### src/sfe_pkg.sv
// Purpose: shared constants and types for the serial flash erase and id block
// Assumes: 20 MHz system clock, serial link sampled as ordinary inputs
// Notes:   opcodes, bit counts, region sizes and status bit positions
package sfe_pkg;

    // opcodes
    localparam logic [7:0] OP_WRITE_ENABLE    = 8'h06;
    localparam logic [7:0] OP_READ_STATUS     = 8'h05;
    localparam logic [7:0] OP_SECTOR_ERASE    = 8'h20;
    localparam logic [7:0] OP_HALF_BLOCK      = 8'h52;
    localparam logic [7:0] OP_BLOCK_ERASE     = 8'hD8;
    localparam logic [7:0] OP_CHIP_ERASE_A    = 8'h60;
    localparam logic [7:0] OP_CHIP_ERASE_B    = 8'hC7;
    localparam logic [7:0] OP_MAKER_DEVICE_ID = 8'h90;
    localparam logic [7:0] OP_IDENT_READ      = 8'h9F;
    localparam logic [7:0] OP_UNIQUE_ID       = 8'h4B;

    // input bit counts
    localparam logic [5:0] CNT_OPCODE_END = 6'h08;
    localparam logic [5:0] CNT_ADDR_END   = 6'h20;
    localparam logic [5:0] CNT_DUMMY_END  = 6'h28;
    localparam logic [5:0] CNT_MAX        = 6'h3F;

    // erase region sizes in bytes
    localparam logic [23:0] SECTOR_BYTES     = 24'h001000;
    localparam logic [23:0] HALF_BLOCK_BYTES = 24'h008000;
    localparam logic [23:0] BLOCK_BYTES      = 24'h010000;

    // status byte bit positions
    localparam int ST_WIP_BIT = 0;
    localparam int ST_WEL_BIT = 1;
    localparam int ST_BP_LSB  = 2;

    // clock rate
    localparam int unsigned CLK_HZ     = 20000000;
    localparam int unsigned CLK_PER_US = CLK_HZ / 1000000;

    typedef enum logic [1:0] {
        ERASE_SECTOR     = 2'h0,
        ERASE_HALF_BLOCK = 2'h1,
        ERASE_BLOCK      = 2'h2,
        ERASE_CHIP       = 2'h3
    } sfe_erase_type;

    typedef enum logic [3:0] {
        ST_IDLE      = 4'b0001,
        ST_SHIFT_IN  = 4'b0010,
        ST_SHIFT_OUT = 4'b0100,
        ST_IGNORE    = 4'b1000
    } sfe_state_type;

endpackage : sfe_pkg

### src/sfe_pin_sync.sv
// Purpose: two-flop synchronisers with edge detect for serial pins
// Assumes: pins are asynchronous to clk_sys
// Notes:   edges taken from second and third stages only
module sfe_pin_sync #(
    parameter int W = 3
) (
    // clock and reset
    input  wire logic         clk_sys,
    input  wire logic         reset,
    input  wire logic         ce,
    // pins
    input  wire logic [W-1:0] pin_in,
    // synchronised view
    output logic      [W-1:0] level,
    output logic      [W-1:0] rise,
    output logic      [W-1:0] fall
);

    logic [W-1:0] meta_reg;
    logic [W-1:0] sync_reg;
    logic [W-1:0] prev_reg;
    logic [W-1:0] meta_next;
    logic [W-1:0] sync_next;
    logic [W-1:0] prev_next;

    // pins idle high after reset
    always_comb begin
        meta_next = pin_in;
        sync_next = meta_reg;
        prev_next = sync_reg;
    end

    always_ff @(posedge clk_sys) begin
        if (reset) begin
            meta_reg <= '1;
            sync_reg <= '1;
            prev_reg <= '1;
        end else if (ce) begin
            meta_reg <= meta_next;
            sync_reg <= sync_next;
            prev_reg <= prev_next;
        end
    end

    genvar i;
    generate
        for (i = 0; i < W; i++) begin : g_edge
            assign rise[i] = sync_reg[i] & ~prev_reg[i];
            assign fall[i] = ~sync_reg[i] & prev_reg[i];
        end
    endgenerate

    assign level = sync_reg;

endmodule : sfe_pin_sync

### src/sfe_erase_timer.sv
// Purpose: self-timed erase cycle counter
// Assumes: start arrives only while idle
// Notes:   busy rises the edge after start and lasts the loaded count
module sfe_erase_timer (
    // clock and reset
    input  wire logic        clk_sys,
    input  wire logic        reset,
    input  wire logic        ce,
    // control
    input  wire logic        start,
    input  wire logic [31:0] cycles,
    // status
    output logic             busy,
    output logic             done
);

    logic [31:0] count_reg;
    logic [31:0] count_next;
    logic        busy_reg;
    logic        busy_next;
    logic        done_reg;
    logic        done_next;

    always_comb begin
        count_next = count_reg;
        busy_next  = busy_reg;
        done_next  = 1'b0;
        if (start && !busy_reg) begin
            count_next = (cycles == 32'h0) ? 32'h1 : cycles;
            busy_next  = 1'b1;
        end else if (busy_reg) begin
            count_next = count_reg - 32'h1;
            if (count_reg == 32'h1) begin
                busy_next = 1'b0;
                done_next = 1'b1;
            end
        end
    end

    always_ff @(posedge clk_sys) begin
        if (reset) begin
            count_reg <= 32'h0;
            busy_reg  <= 1'b0;
            done_reg  <= 1'b0;
        end else if (ce) begin
            count_reg <= count_next;
            busy_reg  <= busy_next;
            done_reg  <= done_next;
        end
    end

    assign busy = busy_reg;
    assign done = done_reg;

endmodule : sfe_erase_timer

### src/sfe_cmd.sv
// Purpose: serial flash erase and identification command handling
// Assumes: link pins sampled by clk_sys, link clock well below clk_sys/4
// Notes:   status read and write enable decoded so erase can be gated

// What this block does
// - sector erase 20H plus three address bytes
// - erase only with write enable latch set
// - address erase needs select rise at bit 32
// - erase cycle sets write in progress
// - write enable latch cleared before cycle ends
// - status reads served during erase cycle
// - protected sector or block not erased
// - half block erase 52H, own duration
// - block erase D8H, own duration
// - chip erase 60H/C7H, select rise at 8
// - chip erase only for three protect settings
// - 90H, address, then maker and device
// - 9FH shifts out three identification bytes
// - identification read ignored while cycle runs
// - select rise ends output, back to standby
// - 4BH, address, dummy, 128-bit unique number
// - input bits sampled on serial clock rise
module sfe_cmd #(
    parameter logic [23:0]  MEM_BYTES      = 24'h080000,
    parameter int unsigned  SECTOR_US      = 50000,
    parameter int unsigned  HALF_BLOCK_US  = 150000,
    parameter int unsigned  BLOCK_US       = 250000,
    parameter int unsigned  CHIP_US        = 2000000,
    // identity values are arbitrary
    parameter logic [7:0]   MAKER_ID       = 8'h5A,
    parameter logic [7:0]   DEVICE_ID      = 8'h12,
    parameter logic [7:0]   MEM_TYPE_ID    = 8'h34,
    parameter logic [7:0]   CAPACITY_ID    = 8'h13,
    parameter logic [127:0] UNIQUE_ID      = 128'h0123456789ABCDEF0F1E2D3C4B5A6978
) (
    // clock and reset
    input  wire logic                  clk_sys,
    input  wire logic                  reset,
    input  wire logic                  ce,
    // serial link
    input  wire logic                  cs_n,
    input  wire logic                  sclk,
    input  wire logic                  si,
    output logic                       so_out,
    output logic                       so_oe,
    // protection setting
    input  wire logic                  protect_level_bit2,
    input  wire logic                  protect_level_bit1,
    input  wire logic                  protect_level_bit0,
    input  wire logic                  protect_complement,
    // status
    output logic                       write_enable_latch,
    output logic                       write_in_progress,
    // erase request to the array
    output logic                       erase_start,
    output sfe_pkg::sfe_erase_type     erase_kind,
    output logic [23:0]                erase_base,
    output logic                       erase_done
);

    localparam logic [31:0] SECTOR_CYC = 32'(SECTOR_US * sfe_pkg::CLK_PER_US);
    localparam logic [31:0] HALF_CYC   = 32'(HALF_BLOCK_US * sfe_pkg::CLK_PER_US);
    localparam logic [31:0] BLOCK_CYC  = 32'(BLOCK_US * sfe_pkg::CLK_PER_US);
    localparam logic [31:0] CHIP_CYC   = 32'(CHIP_US * sfe_pkg::CLK_PER_US);

    logic [2:0]             pin_lvl;
    logic [2:0]             pin_rise;
    logic [2:0]             pin_fall;
    logic                   cs_low;
    logic                   cs_rise;
    logic                   cs_fall;
    logic                   sclk_rise;
    logic                   sclk_fall;
    logic                   busy;
    logic [2:0]             bp;
    logic [7:0]             status_byte;

    sfe_pkg::sfe_state_type state_reg;
    sfe_pkg::sfe_state_type state_next;
    logic [5:0]             bit_cnt_reg;
    logic [5:0]             bit_cnt_next;
    logic [7:0]             shift_reg;
    logic [7:0]             shift_next;
    logic [7:0]             opcode_reg;
    logic [7:0]             opcode_next;
    logic [23:0]            addr_reg;
    logic [23:0]            addr_next;
    logic [127:0]           out_sr_reg;
    logic [127:0]           out_sr_next;
    logic [2:0]             out_cnt_reg;
    logic [2:0]             out_cnt_next;
    logic                   so_reg;
    logic                   so_next;
    logic                   wel_reg;
    logic                   wel_next;
    logic                   start_reg;
    logic                   start_next;
    sfe_pkg::sfe_erase_type kind_reg;
    sfe_pkg::sfe_erase_type kind_next;
    logic [23:0]            base_reg;
    logic [23:0]            base_next;

    logic [7:0]             rx_byte;
    logic [7:0]             op_now;
    logic [5:0]             cnt_now;
    logic                   is_addr_erase;
    logic                   is_chip;
    logic                   chip_ok;
    logic [23:0]            region_mask;
    logic                   region_prot;
    logic                   start_go;
    logic                   write_enable_cmd_go;
    sfe_pkg::sfe_erase_type kind_dec;
    logic [31:0]            cycles_sel;

    // protected range overlap for an aligned region
    function automatic logic region_protected(input logic [23:0] lo,
                                              input logic [23:0] hi,
                                              input logic [2:0]  lvl,
                                              input logic        cmp);
        logic [31:0] span;
        logic [31:0] edge_addr;
        span = (lvl == 3'h0) ? 32'h0 : ({8'h0, sfe_pkg::BLOCK_BYTES} << (lvl - 3'h1));
        if (span > {8'h0, MEM_BYTES}) begin
            span = {8'h0, MEM_BYTES};
        end
        edge_addr = {8'h0, MEM_BYTES} - span;
        if (!cmp) begin
            return (span != 32'h0) && ({8'h0, hi} >= edge_addr);
        end
        return {8'h0, lo} < edge_addr;
    endfunction : region_protected

    sfe_pin_sync #(
        .W (3)
    ) u_sync (
        .clk_sys (clk_sys),
        .reset   (reset),
        .ce      (ce),
        .pin_in  ({cs_n, sclk, si}),
        .level   (pin_lvl),
        .rise    (pin_rise),
        .fall    (pin_fall)
    );

    assign cs_low    = ~pin_lvl[2];
    assign cs_rise   = pin_rise[2];
    assign cs_fall   = pin_fall[2];
    assign sclk_rise = pin_rise[1] & cs_low;
    assign sclk_fall = pin_fall[1] & cs_low;

    assign bp          = {protect_level_bit2, protect_level_bit1, protect_level_bit0};
    assign status_byte = {3'h0, bp, wel_reg, busy};
    assign rx_byte     = {shift_reg[6:0], pin_lvl[0]};
    assign op_now      = (bit_cnt_reg == 6'h07) ? rx_byte : opcode_reg;
    assign cnt_now     = (bit_cnt_reg == sfe_pkg::CNT_MAX) ? bit_cnt_reg : bit_cnt_reg + 6'h1;

    always_comb begin
        kind_dec      = sfe_pkg::ERASE_SECTOR;
        region_mask   = ~(sfe_pkg::SECTOR_BYTES - 24'h1);
        is_addr_erase = 1'b0;
        case (opcode_reg)
            sfe_pkg::OP_SECTOR_ERASE: begin
                is_addr_erase = 1'b1;
            end
            sfe_pkg::OP_HALF_BLOCK: begin
                is_addr_erase = 1'b1;
                kind_dec      = sfe_pkg::ERASE_HALF_BLOCK;
                region_mask   = ~(sfe_pkg::HALF_BLOCK_BYTES - 24'h1);
            end
            sfe_pkg::OP_BLOCK_ERASE: begin
                is_addr_erase = 1'b1;
                kind_dec      = sfe_pkg::ERASE_BLOCK;
                region_mask   = ~(sfe_pkg::BLOCK_BYTES - 24'h1);
            end
            default: begin
                kind_dec = sfe_pkg::ERASE_CHIP;
            end
        endcase
    end

    assign is_chip = (opcode_reg == sfe_pkg::OP_CHIP_ERASE_A) ||
                     (opcode_reg == sfe_pkg::OP_CHIP_ERASE_B);
    assign chip_ok = ((bp == 3'h0) && !protect_complement) ||
                     ((bp[2:1] == 2'h3) && protect_complement);
    assign region_prot = region_protected(addr_reg & region_mask,
                                          (addr_reg & region_mask) | ~region_mask,
                                          bp, protect_complement);

    assign start_go = cs_rise && (state_reg == sfe_pkg::ST_SHIFT_IN) && !busy && wel_reg &&
                      ((is_addr_erase && (bit_cnt_reg == sfe_pkg::CNT_ADDR_END) && !region_prot) ||
                       (is_chip && (bit_cnt_reg == sfe_pkg::CNT_OPCODE_END) && chip_ok));
    assign write_enable_cmd_go  = cs_rise && (state_reg == sfe_pkg::ST_SHIFT_IN) && !busy &&
                      (opcode_reg == sfe_pkg::OP_WRITE_ENABLE) &&
                      (bit_cnt_reg == sfe_pkg::CNT_OPCODE_END);

    always_comb begin
        state_next   = state_reg;
        bit_cnt_next = bit_cnt_reg;
        shift_next   = shift_reg;
        opcode_next  = opcode_reg;
        addr_next    = addr_reg;
        out_sr_next  = out_sr_reg;
        out_cnt_next = out_cnt_reg;
        so_next      = so_reg;
        case (state_reg)
            sfe_pkg::ST_IDLE: begin
                if (cs_fall) begin
                    state_next   = sfe_pkg::ST_SHIFT_IN;
                    bit_cnt_next = 6'h0;
                    out_cnt_next = 3'h0;
                end
            end
            sfe_pkg::ST_SHIFT_IN: begin
                if (cs_rise) begin
                    state_next = sfe_pkg::ST_IDLE;
                end else if (sclk_rise) begin
                    shift_next   = rx_byte;
                    bit_cnt_next = cnt_now;
                    if (bit_cnt_reg == 6'h07) begin
                        opcode_next = rx_byte;
                    end
                    if ((bit_cnt_reg >= sfe_pkg::CNT_OPCODE_END) &&
                        (bit_cnt_reg < sfe_pkg::CNT_ADDR_END)) begin
                        addr_next = {addr_reg[22:0], pin_lvl[0]};
                    end
                    if (cnt_now == sfe_pkg::CNT_OPCODE_END) begin
                        if (op_now == sfe_pkg::OP_READ_STATUS) begin
                            state_next  = sfe_pkg::ST_SHIFT_OUT;
                            out_sr_next = {status_byte, 120'h0};
                        end
                        if (op_now == sfe_pkg::OP_IDENT_READ) begin
                            state_next  = busy ? sfe_pkg::ST_IGNORE : sfe_pkg::ST_SHIFT_OUT;
                            out_sr_next = {MAKER_ID, MEM_TYPE_ID, CAPACITY_ID, 104'h0};
                        end
                    end
                    if ((cnt_now == sfe_pkg::CNT_ADDR_END) &&
                        (opcode_reg == sfe_pkg::OP_MAKER_DEVICE_ID)) begin
                        state_next  = sfe_pkg::ST_SHIFT_OUT;
                        out_sr_next = {MAKER_ID, DEVICE_ID, 112'h0};
                    end
                    if ((cnt_now == sfe_pkg::CNT_DUMMY_END) &&
                        (opcode_reg == sfe_pkg::OP_UNIQUE_ID)) begin
                        state_next  = sfe_pkg::ST_SHIFT_OUT;
                        out_sr_next = UNIQUE_ID;
                    end
                end
            end
            sfe_pkg::ST_SHIFT_OUT: begin
                if (cs_rise) begin
                    state_next = sfe_pkg::ST_IDLE;
                end else if (sclk_fall) begin
                    so_next      = out_sr_reg[127];
                    out_sr_next  = {out_sr_reg[126:0], 1'b0};
                    out_cnt_next = out_cnt_reg + 3'h1;
                    if ((opcode_reg == sfe_pkg::OP_READ_STATUS) && (out_cnt_reg == 3'h7)) begin
                        out_sr_next = {status_byte, 120'h0};
                    end
                end
            end
            sfe_pkg::ST_IGNORE: begin
                if (cs_rise) begin
                    state_next = sfe_pkg::ST_IDLE;
                end
            end
            default: begin
                state_next = sfe_pkg::ST_IDLE;
            end
        endcase
    end

    always_comb begin
        wel_next   = wel_reg;
        start_next = start_go;
        kind_next  = kind_reg;
        base_next  = base_reg;
        if (start_go) begin
            wel_next  = 1'b0;
            kind_next = kind_dec;
            base_next = is_chip ? 24'h0 : (addr_reg & region_mask);
        end else if (write_enable_cmd_go) begin
            wel_next = 1'b1;
        end
    end

    always_ff @(posedge clk_sys) begin
        if (reset) begin
            state_reg   <= sfe_pkg::ST_IDLE;
            bit_cnt_reg <= 6'h0;
            shift_reg   <= 8'h0;
            opcode_reg  <= 8'h0;
            addr_reg    <= 24'h0;
            out_sr_reg  <= 128'h0;
            out_cnt_reg <= 3'h0;
            so_reg      <= 1'b0;
            wel_reg     <= 1'b0;
            start_reg   <= 1'b0;
            kind_reg    <= sfe_pkg::ERASE_SECTOR;
            base_reg    <= 24'h0;
        end else if (ce) begin
            state_reg   <= state_next;
            bit_cnt_reg <= bit_cnt_next;
            shift_reg   <= shift_next;
            opcode_reg  <= opcode_next;
            addr_reg    <= addr_next;
            out_sr_reg  <= out_sr_next;
            out_cnt_reg <= out_cnt_next;
            so_reg      <= so_next;
            wel_reg     <= wel_next;
            start_reg   <= start_next;
            kind_reg    <= kind_next;
            base_reg    <= base_next;
        end
    end

    always_comb begin
        case (kind_reg)
            sfe_pkg::ERASE_SECTOR:     cycles_sel = SECTOR_CYC;
            sfe_pkg::ERASE_HALF_BLOCK: cycles_sel = HALF_CYC;
            sfe_pkg::ERASE_BLOCK:      cycles_sel = BLOCK_CYC;
            default:                   cycles_sel = CHIP_CYC;
        endcase
    end

    sfe_erase_timer u_timer (
        .clk_sys (clk_sys),
        .reset   (reset),
        .ce      (ce),
        .start   (start_reg),
        .cycles  (cycles_sel),
        .busy    (busy),
        .done    (erase_done)
    );

    assign so_out             = so_reg;
    assign so_oe              = (state_reg == sfe_pkg::ST_SHIFT_OUT) && cs_low;
    assign write_enable_latch = wel_reg;
    assign write_in_progress  = busy;
    assign erase_start        = start_reg;
    assign erase_kind         = kind_reg;
    assign erase_base         = base_reg;

    property p_wip_after_start;
        @(posedge clk_sys) disable iff (reset || !ce)
        start_reg |=> write_in_progress;
    endproperty
    a_wip_after_start: assert property (p_wip_after_start) else $error("no busy after start");

    property p_start_needs_wel;
        @(posedge clk_sys) disable iff (reset || !ce)
        start_go |-> wel_reg ##1 (start_reg && !wel_reg);
    endproperty
    a_start_needs_wel: assert property (p_start_needs_wel) else $error("latch misuse at start");

    property p_no_start_busy;
        @(posedge clk_sys) disable iff (reset || !ce)
        write_in_progress |-> !erase_start;
    endproperty
    a_no_start_busy: assert property (p_no_start_busy) else $error("erase while busy");

    property p_exact_addr_len;
        @(posedge clk_sys) disable iff (reset || !ce)
        (start_go && is_addr_erase) |-> (bit_cnt_reg == 6'h20) && !region_prot;
    endproperty
    a_exact_addr_len: assert property (p_exact_addr_len) else $error("bad erase length");

    property p_chip_protect;
        @(posedge clk_sys) disable iff (reset || !ce)
        (start_go && is_chip) |-> ((bp == 3'h0) && !protect_complement) ||
                                  ((bp[2:1] == 2'h3) && protect_complement);
    endproperty
    a_chip_protect: assert property (p_chip_protect) else $error("chip erase protected");

    property p_ident_busy;
        @(posedge clk_sys) disable iff (reset || !ce)
        (so_oe && (opcode_reg == sfe_pkg::OP_IDENT_READ)) |-> $past(state_reg) != sfe_pkg::ST_IGNORE;
    endproperty
    a_ident_busy: assert property (p_ident_busy) else $error("id read while busy");

    property p_cs_rise_idle;
        @(posedge clk_sys) disable iff (reset || !ce)
        cs_rise |=> (state_reg == sfe_pkg::ST_IDLE) && !so_oe;
    endproperty
    a_cs_rise_idle: assert property (p_cs_rise_idle) else $error("output not ended");

    property p_sample_rise;
        @(posedge clk_sys) disable iff (reset || !ce)
        (state_reg == sfe_pkg::ST_SHIFT_IN && sclk_rise && !cs_rise && bit_cnt_reg < 6'h3F)
            |=> bit_cnt_reg == $past(bit_cnt_reg) + 6'h1;
    endproperty
    a_sample_rise: assert property (p_sample_rise) else $error("bit not counted");

endmodule : sfe_cmd

### config.mk
export PLATFORM = sky130hd
export DESIGN_NAME = sfe_cmd
export DESIGN_NICKNAME = d
export VERILOG_FILES = /design/src/sfe_pkg.sv /design/src/sfe_pin_sync.sv /design/src/sfe_erase_timer.sv /design/src/sfe_cmd.sv
export SDC_FILE = /design/constraint.sdc
export NUM_CORES = 1
export LEC_CHECK = 0
export BUFFER_PORTS_ARGS = -buffer_cell sky130_fd_sc_hd__buf_4
export CAP_MARGIN = 25
export CELL_PAD_IN_SITES_DETAIL_PLACEMENT = 2
export CELL_PAD_IN_SITES_GLOBAL_PLACEMENT = 2
export CORE_MARGIN = 4
export CORE_UTILIZATION = 30
export CTS_CLUSTER_SIZE = 25
export DETAILED_ROUTE_END_ITERATION = 8
export MAX_ROUTING_LAYER = met4
export PLACE_DENSITY = 0.68
export SETUP_SLACK_MARGIN = 0.4
export SKIP_LAST_GASP = 1
export SYNTH_ARGS = -nofsm -noshare
export SYNTH_HDL_FRONTEND = slang
export SYNTH_SLANG_ARGS = --single-unit
### constraint.sdc
create_clock -name clk_sys -period 4.34 [get_ports clk_sys]
set_input_delay 0.434 -clock clk_sys [delete_from_list [all_inputs] [get_ports clk_sys]]
set_output_delay 0.434 -clock clk_sys [all_outputs]
set_load 0.05 [all_outputs]
==> impl_metrics.tcl <==
set metrics [dict create \
    status "finished, final reports clean" \
    hold_viol 0 \
    ys_warn_count 0 \
    startpoint_type "flop" \
    holdWs_ps 94.5 \
    fillCellCount 4119 \
    ant_nets 0 \
    ir_drop_uv 234 \
    final_area_um2 12900 \
    total_leakage_power_nw 4.32 \
    port_buffers 29 \
    end_kind "flop" \
    crit_arrival_ps 4000 \
    place_congestion 0.772 \
    seq_area_frac_synth_pct 41.9 \
    fin_setup_tns_ps 0 \
    cts_resized 0 \
    syn-cell-area_um2 11300 \
    drive_above_1_share_pct 11.9 \
    relSlewSlack_pct 38.0 \
    synth-main-ff-cell "dfxtp_1" \
    dieArea_um2 40800 \
    path_clk_slew_ps 60 \
    postLayoutSetupSlackWorst_ps 791 \
    synth_xor_area_share_pct 1.71 \
    coreArea_um2 36900 \
    timing.fmax_mhz 282 \
    routed_wl_um 33200 \
    root_buffer "clkbuf_16" \
    start_util_pct 30.6 \
    synthCells 1345 \
    grt_pass1_wl_um 54800 \
    viasPerCell 5.34 \
    fin_skew_ps 21.0 \
    p_per_area_nw_per_um2 391 \
    clock_path_buffers 3 \
    synth-adder-area-share_pct 2.11 \
    io_pins 42 \
    grt.total_usage_pct 16.1 \
    cts_hold_buffers 0 \
    die-width_um 202 \
    rsz0062_at_grt "no" \
    post-route-period-util_pct 81.8 \
    synth-compound-area-share_pct 22.9 \
    via_count 9822 \
    die_y_um 202 \
    h-tree-depth 1 \
    crit_path_max_fanout 51 \
    grt_pass1_vias 10377 \
    antenna_found_initial 0 \
    setup_viol 0 \
    cts_tree "yes" \
    finalNetCount 1341 \
    tightest_slew_ps 930 \
    worstSetupPathType "reg -> reg" \
    min_path_type "in -> reg" \
    slew_viol_final 0 \
    syn_to_final_growth_pct 14.4 \
    syn_avg_cell_area_um2 8.39 \
    synth_cell_types 78 \
    synth_top_family_by_area "compound AO/OA/AOI/OAI gates" \
    min_period_ps 3550 \
    dr.pass1.iters 4 \
    yosys.area_share.simple_pct 22.8 \
    clkSinkCount 236 \
    synth_edf_count 0 \
    dpl-instance-area_um2 11800 \
    gr-total-overflow 0 \
    ys_seq_elements 236 \
    drc_errors 0 \
    critPathRequiredTime_ps 4790 \
    synthArstFlopShare_pct 0 \
    synthMuxAreaShare_pct 2.67 \
    seqCellArea_um2 4720 \
    largest_reg_flops 125 \
    insertedDiodeCount 0 \
    grt_max_degree 88 \
    rows 70 \
    multi_input_area_um2 5950 \
    drt_iter0_drc 401 \
    wl_per_cell_um 18.1 \
    cap_viol_max_count 0 \
    place_hpwl_um 21000 \
    postCtsSetupBuffers 0 \
    cts_buffers 29 \
    dp_slack_ps 752 \
    clk_latency_ps 570 \
]
==> worst max-delay path, stage by stage, from the launching register on <==
cell      delay (ps)
dfxtp_1          480
ha_1             370
nand2_1          110
nor4_1           490
mux2i_1          510
o221a_4          730
buf_4            350
a211oi_1          80
a31o_2           250
==> stage by stage <==
step                utilization [%]  total power (W)  cells
CTS                            35.0          0.00515   1838
global route                   35.0          0.00526   1838
floorplan                         -          0.00235   1357
detailed placement             32.1          0.00238   1785
finish                         35.0          0.00505   1838
global placement               32.0          0.00238   1784
==> cells in the mapped netlist, drive strengths merged, types with 3 or more instances <==
master   number  area (um2)
and2          6        37.5
o311ai        3        26.3
o22ai         6        37.5
nand2       215         807
nand2b        8        50.1
nand3b        3        22.5
a22oi         5        37.5
inv          17        63.8
nor4b         6        67.6
nand4        11        68.8
a211o        32         280
ha           19         238
clkbuf       89         334
a31oi         8        56.3
a2111oi       3        26.3
xor2         13         114
a211oi       43         463
and2b         6        45.0
or4           9        71.3
mux2i        29         290
or2           3        18.8
nand4b       10        87.6
o21a          3        22.5
dfxtp       236        4720
and3b         3        26.3
xnor2         9        78.8
nor3         18        90.1
or3           6        37.5
nand3        93         470
nor3b         5        37.5
nor4         15        93.8
o21ai        83         415
nor2b        12        75.1
o211ai        3        22.5
o41ai         3        41.3
a21oi        74         370
a31o         35         307
buf          43         269
nor4bb        4        40.0
nor2         79         297
o31ai        36         270
and3          9        56.3
==> layer usage <==
layer  global-route usage [%]  part of all wire [%]  vias to the layer above
met1                     20.4                    47                     4963
met5                        -                     0                        -
met4                     2.76                   1.6                        0
met3                     2.10                   2.3                       36
met2                     28.0                    49                       77
li1                         -                     -                     4746
==> path summary, 6_finish.rpt <==
path | start | endpoint | slack (ps) | cells after the start
max | bit_cnt_reg[0] | out_sr_reg[50] | 790 | 8
min | cs_n | u_sync.meta_reg[2] | 90 | 3
max reg2reg | bit_cnt_reg[0] | out_sr_reg[50] | 790 | 8
min reg2reg | addr_reg[9] | addr_reg[10] | 450 | 2
==> placed cells by master, fill, tap and decap left out, types with 6 or more instances in the layout <==
| cell | count |
|---|---|
| or3_1 | 6 |
| nand3_1 | 92 |
| buf_4 | 52 |
| xnor2_1 | 9 |
| nor3_1 | 17 |
| or4_1 | 8 |
| inv_1 | 16 |
| ha_1 | 19 |
| a21oi_1 | 74 |
| o21ai_1 | 29 |
| nor4_1 | 15 |
| mux2i_1 | 29 |
| conb_1 | 14 |
| nor2_1 | 79 |
| a211o_1 | 32 |
| a31o_1 | 30 |
| xor2_1 | 13 |
| o31ai_1 | 36 |
| and2b_1 | 6 |
| nand4_1 | 11 |
| nand4b_1 | 10 |
| a31oi_1 | 7 |
| clkbuf_16 | 29 |
| and3_1 | 9 |
| nand2b_1 | 8 |
| o21ai_0 | 54 |
| clkbuf_8 | 11 |
| nor2b_1 | 12 |
| nand2_1 | 215 |
| a211oi_2 | 28 |
| a211oi_1 | 15 |
| dfxtp_1 | 236 |
| o22ai_1 | 6 |
==> report_power, final <==
group / internal [W] / switching, W / leakage (nW) / total, W
Clock: 0.00171 / 0.00101 / 0.542 / 0.00271
Combinational: 0.0000334 / 0.000118 / 1.88 / 0.000152
Sequential: 0.00217 / 0.00000911 / 1.90 / 0.00218
Total: 0.00391 / 0.00113 / 4.32 / 0.00505
==> final cells by class <==
| type | count | area share, % |
|---|---|---|
| Tap cell | 504 | 4.89 |
| Clock buffer | 41 | 6.83 |
| Clock inverter | 12 | 1.58 |
| Multi-Input combinational cell | 971 | 46.1 |
| Timing Repair Buffer | 56 | 3.46 |
| Sequential cell | 236 | 36.6 |
| Inverter | 18 | 0.543 |
==> cell families (layout without fill, tap and decap cells) <==
group,count (synthesis),in the layout
AOI/OAI and AO/OA,358,358
xor gates and xnor gates,22,22
adders and majority gates,19,19
buffers and inverters,150,127
DFF,236,236
muxes,30,30
other,2,14
and+or+nand+nor,528,528
No activity file was read; power rests on OpenSTA's default activity.
